[src/rtcf_pkg.sv]
// Shared constants and types of the frequency-test and battery-flag block
package rtcf_pkg;

    // System clock and oscillator rates
    localparam int unsigned CLK_HZ = 10_000_000;
    localparam int unsigned OSC_HZ = 32_768;
    localparam int unsigned TEST_HZ = 512;
    localparam int unsigned TEST_RATIO = OSC_HZ / TEST_HZ;
    localparam int unsigned TEST_HALF = TEST_RATIO / 2;

    // Supply settling time before the battery is judged
    localparam int unsigned SETTLE_US = 10;
    localparam int unsigned SETTLE_CYC = (SETTLE_US * (CLK_HZ / 1_000_000) < 1)
        ? 1 : SETTLE_US * (CLK_HZ / 1_000_000);
    localparam int unsigned SETTLE_W = 8;

    // Register byte offsets
    localparam logic [31:0] CTRL_OFS = 32'h0000_0000;
    localparam logic [31:0] STAT_OFS = 32'h0000_0004;
    localparam logic [31:0] IRQ_STAT_OFS = 32'h0000_0008;
    localparam logic [31:0] IRQ_MASK_OFS = 32'h0000_000C;
    localparam logic [31:0] MAP_MASK = 32'hFFFF_FFF0;

    // Control register fields
    localparam int unsigned CTRL_TEST_BIT = 0;
    localparam int unsigned CTRL_HALT_BIT = 1;
    localparam int unsigned CTRL_HOLD_BIT = 2;
    localparam int unsigned CTRL_TARM_BIT = 3;
    localparam int unsigned CTRL_SLEEP_BIT = 4;
    localparam int unsigned CTRL_CAL_LSB = 8;
    localparam int unsigned CAL_W = 6;

    // Status register fields
    localparam int unsigned STAT_BATT_BIT = 0;
    localparam int unsigned STAT_TF_BIT = 1;
    localparam int unsigned STAT_VCC_BIT = 2;
    localparam int unsigned STAT_PIN_BIT = 3;

    // Interrupt status and mask fields
    localparam int unsigned IRQ_W = 3;
    localparam int unsigned IRQ_BATT_BIT = 0;
    localparam int unsigned IRQ_TF_BIT = 1;
    localparam int unsigned IRQ_PF_BIT = 2;

    // Reset values
    localparam logic [CAL_W-1:0] CAL_RST = 6'h00;
    localparam logic [IRQ_W-1:0] IRQ_MASK_RST = 3'h0;

    // Supply state machine
    typedef enum logic [2:0] {
        PWR_DOWN = 3'b001,
        PWR_SETTLE = 3'b010,
        PWR_ON = 3'b100
    } rtcf_pwr_type;

endpackage

[src/rtcf_ft_div.sv]
// Divider from the raw oscillator tick to the frequency-test square wave
`timescale 1ns/1ns
`default_nettype none

module rtcf_test_div
    import rtcf_pkg::*;
#(
    parameter int unsigned DIV = TEST_RATIO
) (
    input wire logic ref_clk,
    input wire logic rst_n,
    input wire logic osc_tick,
    input wire logic run,
    output logic wave_low_r
);

    localparam int unsigned HALF = DIV / 2;
    localparam int unsigned CW = (HALF > 1) ? $clog2(HALF) : 1;

    generate
        if (DIV < 2 || (DIV % 2) != 0) begin : g_bad_div
            $error("rtcf_test_div: DIV must be even and at least 2");
        end
    endgenerate

    typedef struct packed {
        logic [CW-1:0] cnt;
        logic low;
    } rtcf_div_state_type;

    rtcf_div_state_type state_r;
    rtcf_div_state_type state_nxt;

    // Raw count chain, calibration never enters here
    always_comb begin
        state_nxt = state_r;
        if (!run) begin
            state_nxt.cnt = '0;
            state_nxt.low = 1'b0;
        end else if (osc_tick) begin
            if (state_r.cnt == CW'(HALF - 1)) begin
                state_nxt.cnt = '0;
                state_nxt.low = ~state_r.low;
            end else begin
                state_nxt.cnt = state_r.cnt + CW'(1);
            end
        end
    end

    always_ff @(posedge ref_clk or negedge rst_n) begin
        if (!rst_n) begin
            state_r <= '0;
        end else begin
            state_r <= state_nxt;
        end
    end

    assign wave_low_r = state_r.low;

endmodule

`default_nettype wire

[src/rtcf_top.sv]
// Frequency-test output, battery-low flag and power defaults, AHB-Lite slave
//
// Function
// - Test pin toggles at 512 Hz while halt is 0 and test enable is 1.
// - Calibration value never changes the test output rate.
// - Test enable clears when main supply fails.
// - Each power-up checks the battery and sets the low flag below threshold.
// - Low flag stays set until a later power-up check finds a good battery.
// - Battery is judged only with main supply present, never on backup.
// - First attach clears write-clock hold and test enable.
// - Power cycle clears hold and test enable, keeps tamper, halt, sleep bits.
// - Low flag is read-only; host writes cannot change it.
`timescale 1ns/1ns
`default_nettype none

module rtcf_top
    import rtcf_pkg::*;
#(
    parameter int unsigned SETTLE_CYCLES = SETTLE_CYC,
    parameter int unsigned TEST_DIV = TEST_RATIO
) (
    input wire logic ref_clk,
    input wire logic rst_n,
    input wire logic hsel,
    input wire logic [31:0] haddr,
    input wire logic [1:0] htrans,
    input wire logic hwrite,
    input wire logic [2:0] hsize,
    input wire logic [31:0] hwdata,
    input wire logic hready,
    output logic hreadyout,
    output logic hresp,
    output logic [31:0] hrdata,
    input wire logic osc_tick,
    input wire logic vcc_good,
    input wire logic battery_ok,
    input wire logic tamper_in,
    input wire logic test_pin_in,
    output logic test_pin_out,
    output logic test_pin_oe,
    output logic battery_low_flag,
    output logic oscillator_halt,
    output logic write_clock_hold,
    output logic sleep_select,
    output logic tamper_flag,
    output logic [CAL_W-1:0] calib_value,
    output logic irq
);

    generate
        if (SETTLE_CYCLES < 1 || SETTLE_CYCLES >= (1 << SETTLE_W))
        begin : g_bad_settle
            $error("rtcf_top: SETTLE_CYCLES out of counter range");
        end
    endgenerate

    typedef struct packed {
        rtcf_pwr_type pwr;
        logic [SETTLE_W-1:0] settle_cnt;
        logic freq_test_enable;
        logic oscillator_halt;
        logic write_clock_hold;
        logic tamper_arm;
        logic sleep_select;
        logic [CAL_W-1:0] calib;
        logic battery_low_flag;
        logic tamper_flag;
        logic [IRQ_W-1:0] irq_stat;
        logic [IRQ_W-1:0] irq_mask;
        logic wr_pend;
        logic [31:0] wr_addr;
        logic [31:0] rdata;
        logic ready;
        logic irq;
    } rtcf_state_type;

    rtcf_state_type state_r;
    rtcf_state_type state_nxt;
    logic [1:0] rst_sync_r;
    logic rst_core_n;
    logic wave_low;
    logic wave_run;
    logic addr_take;
    logic wr_ctrl;
    logic wr_istat;
    logic wr_imask;
    logic [IRQ_W-1:0] ev;
    logic [IRQ_W-1:0] w1c;

    // Reset release through two flops
    always_ff @(posedge ref_clk or negedge rst_n) begin
        if (!rst_n) begin
            rst_sync_r <= 2'h0;
        end else begin
            rst_sync_r <= {rst_sync_r[0], 1'b1};
        end
    end

    assign rst_core_n = rst_sync_r[1];

    // Test wave runs only with halt clear and enable set
    assign wave_run = state_r.freq_test_enable
        & ~state_r.oscillator_halt;

    // Divider sees only the raw tick, never the 6-bit calibration value
    rtcf_test_div #(
        .DIV(TEST_DIV)
    ) u_test_div (
        .ref_clk(ref_clk),
        .rst_n(rst_core_n),
        .osc_tick(osc_tick),
        .run(wave_run),
        .wave_low_r(wave_low)
    );

    function automatic logic [31:0] ctrl_word(input rtcf_state_type s);
        logic [31:0] w;
        w = 32'h0000_0000;
        w[CTRL_TEST_BIT] = s.freq_test_enable;
        w[CTRL_HALT_BIT] = s.oscillator_halt;
        w[CTRL_HOLD_BIT] = s.write_clock_hold;
        w[CTRL_TARM_BIT] = s.tamper_arm;
        w[CTRL_SLEEP_BIT] = s.sleep_select;
        w[CTRL_CAL_LSB +: CAL_W] = s.calib;
        return w;
    endfunction

    function automatic logic [31:0] stat_word(input rtcf_state_type s,
                                              input logic vcc,
                                              input logic pin);
        logic [31:0] w;
        w = 32'h0000_0000;
        w[STAT_BATT_BIT] = s.battery_low_flag;
        w[STAT_TF_BIT] = s.tamper_flag;
        w[STAT_VCC_BIT] = vcc;
        w[STAT_PIN_BIT] = pin;
        return w;
    endfunction

    assign addr_take = hsel & htrans[1] & hready;

    // Control writes only land while main supply is up
    assign wr_ctrl = state_r.wr_pend & (state_r.wr_addr == CTRL_OFS)
        & (state_r.pwr == PWR_ON);
    assign wr_istat = state_r.wr_pend & (state_r.wr_addr == IRQ_STAT_OFS);
    assign wr_imask = state_r.wr_pend & (state_r.wr_addr == IRQ_MASK_OFS);
    assign w1c = wr_istat ? hwdata[IRQ_W-1:0] : '0;

    always_comb begin
        state_nxt = state_r;
        ev = '0;
        state_nxt.ready = 1'b1;

        // Address phase: latch write target, prepare read data
        state_nxt.wr_pend = 1'b0;
        if (addr_take) begin
            state_nxt.wr_pend = hwrite;
            state_nxt.wr_addr = haddr;
            if (!hwrite) begin
                unique case (1'b1)
                    (haddr == CTRL_OFS):
                        state_nxt.rdata = ctrl_word(state_r);
                    (haddr == STAT_OFS):
                        state_nxt.rdata = stat_word(state_r, vcc_good,
                                                    test_pin_in);
                    (haddr == IRQ_STAT_OFS):
                        state_nxt.rdata = {{(32-IRQ_W){1'b0}},
                                           state_r.irq_stat};
                    (haddr == IRQ_MASK_OFS):
                        state_nxt.rdata = {{(32-IRQ_W){1'b0}},
                                           state_r.irq_mask};
                    default:
                        state_nxt.rdata = 32'h0000_0000;
                endcase
            end
        end

        // Data phase: control and mask writes; status word holds no writable bit
        if (wr_ctrl) begin
            state_nxt.freq_test_enable = hwdata[CTRL_TEST_BIT];
            state_nxt.oscillator_halt = hwdata[CTRL_HALT_BIT];
            state_nxt.write_clock_hold = hwdata[CTRL_HOLD_BIT];
            state_nxt.tamper_arm = hwdata[CTRL_TARM_BIT];
            state_nxt.sleep_select = hwdata[CTRL_SLEEP_BIT];
            state_nxt.calib = hwdata[CTRL_CAL_LSB +: CAL_W];
        end
        if (wr_imask) begin
            state_nxt.irq_mask = hwdata[IRQ_W-1:0];
        end

        // Supply sequencing and battery check
        unique case (state_r.pwr)
            PWR_DOWN: begin
                state_nxt.freq_test_enable = 1'b0;
                state_nxt.write_clock_hold = 1'b0;
                state_nxt.settle_cnt = '0;
                if (vcc_good) begin
                    state_nxt.pwr = PWR_SETTLE;
                end
            end
            PWR_SETTLE: begin
                state_nxt.freq_test_enable = 1'b0;
                state_nxt.write_clock_hold = 1'b0;
                if (!vcc_good) begin
                    state_nxt.pwr = PWR_DOWN;
                end else if (state_r.settle_cnt ==
                             SETTLE_W'(SETTLE_CYCLES - 1)) begin
                    // Judged once per power-up, held otherwise
                    state_nxt.battery_low_flag = ~battery_ok;
                    ev[IRQ_BATT_BIT] = ~battery_ok;
                    state_nxt.pwr = PWR_ON;
                end else begin
                    state_nxt.settle_cnt = state_r.settle_cnt + SETTLE_W'(1);
                end
            end
            PWR_ON: begin
                if (!vcc_good) begin
                    state_nxt.freq_test_enable = 1'b0;
                    state_nxt.write_clock_hold = 1'b0;
                    ev[IRQ_PF_BIT] = 1'b1;
                    state_nxt.pwr = PWR_DOWN;
                end
            end
            default: begin
                state_nxt.pwr = PWR_DOWN;
            end
        endcase

        // Tamper latch works on backup too; set beats clear
        if (!state_nxt.tamper_arm && !tamper_in) begin
            state_nxt.tamper_flag = 1'b0;
        end
        if (state_r.tamper_arm && tamper_in) begin
            state_nxt.tamper_flag = 1'b1;
            ev[IRQ_TF_BIT] = ~state_r.tamper_flag;
        end

        // Sticky events, write one to clear, new event wins
        state_nxt.irq_stat = (state_r.irq_stat & ~w1c) | ev;
        state_nxt.irq = |(state_nxt.irq_stat & state_nxt.irq_mask);
    end

    // First attach: hold and test enable clear, other bits start at zero except pwr, which starts at one-hot PWR_DOWN
    always_ff @(posedge ref_clk or negedge rst_core_n) begin
        if (!rst_core_n) begin
            state_r <= '{
                pwr: PWR_DOWN,
                settle_cnt: '0,
                freq_test_enable: 1'b0,
                oscillator_halt: 1'b0,
                write_clock_hold: 1'b0,
                tamper_arm: 1'b0,
                sleep_select: 1'b0,
                calib: CAL_RST,
                battery_low_flag: 1'b0,
                tamper_flag: 1'b0,
                irq_stat: '0,
                irq_mask: IRQ_MASK_RST,
                wr_pend: 1'b0,
                wr_addr: 32'h0000_0000,
                rdata: 32'h0000_0000,
                ready: 1'b0,
                irq: 1'b0
            };
        end else begin
            state_r <= state_nxt;
        end
    end

    // Bus answers, always OKAY, zero wait
    assign hreadyout = state_r.ready;
    assign hresp = 1'b0;
    assign hrdata = state_r.rdata;

    // Open drain test pin pulls low only
    assign test_pin_out = 1'b0;
    assign test_pin_oe = wave_low;

    // Flag mirrors, none writable through the status word
    assign battery_low_flag = state_r.battery_low_flag;
    assign oscillator_halt = state_r.oscillator_halt;
    assign write_clock_hold = state_r.write_clock_hold;
    assign sleep_select = state_r.sleep_select;
    assign tamper_flag = state_r.tamper_flag;
    assign calib_value = state_r.calib;
    assign irq = state_r.irq;

    // Size field unused: only whole-word transfers reach this slave
    logic unused_hsize;
    assign unused_hsize = ^hsize;

endmodule

`default_nettype wire

[config.mk]
export PLATFORM = sky130hd
export DESIGN_NAME = rtcf_top
export DESIGN_NICKNAME = d
export VERILOG_FILES = /design/src/rtcf_pkg.sv /design/src/rtcf_ft_div.sv /design/src/rtcf_top.sv
export SDC_FILE = /design/constraint.sdc
export NUM_CORES = 1
export LEC_CHECK = 0
export BUFFER_PORTS_ARGS = -buffer_cell sky130_fd_sc_hd__buf_2
export CAP_MARGIN = 40
export CORE_ASPECT_RATIO = 1.5
export CORE_MARGIN = 2
export CORE_UTILIZATION = 51
export CTS_CLUSTER_SIZE = 30
export DETAILED_ROUTE_END_ITERATION = 7
export HOLD_SLACK_MARGIN = 0.02
export PLACE_DENSITY = 0.79
export RECOVER_POWER = 100
export REMOVE_ABC_BUFFERS = 1
export SYNTH_ARGS = -nofsm -noshare
export SYNTH_HDL_FRONTEND = slang
export SYNTH_SLANG_ARGS = --single-unit
[constraint.sdc]
create_clock -name ref_clk -period 3 [get_ports ref_clk]
set_input_delay 0.45 -clock ref_clk [delete_from_list [all_inputs] [get_ports ref_clk]]
set_output_delay 0.45 -clock ref_clk [all_outputs]
set_load 0.01 [all_outputs]
==> flow_summary.toml <==
[run_status]
status = "complete, but fails checks"
violations = "capacitance limit, slew limit"

[die]
initial_utilization_pct = 53.1
core_area_um2 = 7660
pin_count = 127
dieWidth_um = 76.9
fp.dieH_um = 113
die_area_um2 = 8720
rows = 39

[routing]
routed_wl_um = 7640
final_antenna_net_count = 0
vias = 2744
viasPerCell = 5.33
firstDrtPassIters = 4
wl_per_cell_um = 14.8
drcViolationCount = 0
drtIter0Drc = 88

[sta]
finalCritPeriodShare_pct = 78.0
fin_skew_ps = 7.42
hold_viol_final = 0
max_freq_mhz = 427
rsz0062_at_grt = "false"
finalWorstPathRequiredPeriod_ps = 2340
setup-tns-final_ps = 0
finalSetupViolCount = 0
worstMarginPinSlew_ps = 1660
drv_slew = 34
relSlewSlack_pct = -10.8

[finish]
regArea_um2 = 2100
diodes = 0
multiInputGateArea_um2 = 1640
area_growth_pct = 12.5
nFillCells = 660
nets = 490
drive_gt1_share_pct = 27.1
stdcell_count = 515

[global_route]
gr-total-overflow = 0
grt_pass1_vias = 2691
grt_pass1_wl_um = 12700
antenna_found_initial = 0
grt_max_degree = 67
track_usage_pct = 18.8

[synthesis]
synthCells = 339
synth.area.top_cells = "dfrtp_1 51%, mux2_2 9.4%, buf_4 7.4%"
ys_seq_area_share_pct = 51.7
async_flop_share_pct = 100
synthTopCellsByCount = "83 x dfrtp_1, 40 x buf_4, 34 x mux2_2, 24 x nand2_1, 24 x nor2_1"
synth_largest_area_cell = "dfrtp_1"
synth_edf_count = 0
ys_ff_latch = 84
synth.distinct_cells = 46
yosysMostFrequentCell = "dfrtp_1"
synth_top_area_share_pct = 51.0
postSynthAreaPerCell_um2 = 12.0
ys_warn_count = 0
synthFlopType = "dfrtp_1"
syn_area_um2 = 4070

[clock_network]
cts_htree_levels = 3
cts_buffer_depth = 2
clkTransAtPathRegs_ps = 60
root_buffer = "clkbuf_16"
cts_buffers = 9
insertion_delay_ps = 340
cts_setup_buffers = 0
clock_sinks = 84
cts_tree = "yes"

[place]
placed_cells = 498
portBuffers = 78
dp_hpwl_um = 5780
place_congestion = 0.804

[critical_path]
cp.required_ps = 3210
r2r_start = "state_r[58]"
cp.arrival_ps = 2550
critPathCaptureType = "register"
cp_max_fo = 7
path_class = "register to register"
critPathLaunch = "state_r[58]"
cp-start-kind = "register"

[power]
p_leak_nw = 2.15
power.density_nw_per_um2 = 572
peakVddDrop_uv = 424

[flow_run]
cap_viol_max_count = 1

[min_path]
hp-class = "register to async pin"
layout make-up:
cell class / instances / area share [%]
Clock buffer: 11 / 5.08
Clock inverter: 5 / 0.656
Inverter: 9 / 0.738
Multi-Input combinational cell: 222 / 35.9
Sequential cell: 84 / 45.9
Tap cell: 102 / 2.79
Timing Repair Buffer: 82 / 8.88
metal layers:
layer / vias up / wire [um] / GRT usage (%)
met3: 16 / 372 / 4.19
li1: 1284 / - / -
met1: 1364 / 3080 / 22.4
met5: - / 0 / 0
met2: 80 / 3980 / 32.0
met4: 0 / 206 / 9.33
sequential cells by signal, summed over array words and instances (netlist names), 2 cells and up:
| name | flops |
|---|---|
| state_r | 52 |
| calib_value | 6 |
| u_test_div.state_r | 5 |
| rst_sync_r | 2 |
| hrdata | 11 |
metrics by stage:
step	hold WS, ps	setup WS, ps	util, %	cell area, um2	power (mW)
floorplan	154	230	-	3820	1.56
finish	308	660	59.8	4580	2.62
global placement	235	678	56.9	4360	1.65
detailed placement	198	654	57.2	4390	1.67
CTS	204	903	60.8	4660	2.66
global route	324	568	59.8	4580	2.73
worst paths after layout:
check / to / cells after the start / slack, ps
max in group asynchronous: state_r[94] / 1 / 1890
worst max-delay path: irq / 5 / 660
worst min-delay path: irq / 0 / 310
min in group ref_clk: calib_value[2] / 2 / 320
worst max register to register: irq / 5 / 660
worst min register to register: irq / 0 / 310
cells in the final DEF (no fill, tap or decap), drive strengths merged, types with 5 or more instances in the layout:
master and n:
dfrtp 83, xor2 7, nor2 24, buf 54, inv 9, conb 25
nand2b 6, a22o 7, nand3 5, nand2 24, clkbuf 38, mux2 42
o21ai 9, nor4 12, nand4 10, mux2i 5
worst max-delay path: stages, from the launching register on:
cell	delay, ps
dfrtp_1	380
nor4_1	410
nand4_1	430
o41ai_1	530
a22oi_1	130
a221o_1	320
kinds of logic after synthesis:
family / Yosys count / synth area share (%)
compound gates: 33 / 6.06
other cells: 2 / 0.185
xor+xnor: 8 / 1.72
buf+inv: 56 / 9.04
mux: 50 / 14.5
fa+ha+maj: 3 / 0.923
simple gates: 103 / 15.9
flops: 84 / 51.7
repair_timing:
action	4_1_cts	5_1_grt
endpoints found under the setup margin	0	0
hold buffers	1	0
resized for setup	0	0
endpoints found under the hold margin	2	0
report_power, final:
group / switching (mW) / total (mW) / internal, mW / leakage [nW]
registers: 0.0902 / 1.33 / 1.24 / 1.08
clock network: 0.428 / 0.984 / 0.556 / 0.125
logic: 0.157 / 0.306 / 0.149 / 0.944
total: 0.674 / 2.62 / 1.94 / 2.15
Note: power is estimated with default switching activity, not from simulation.
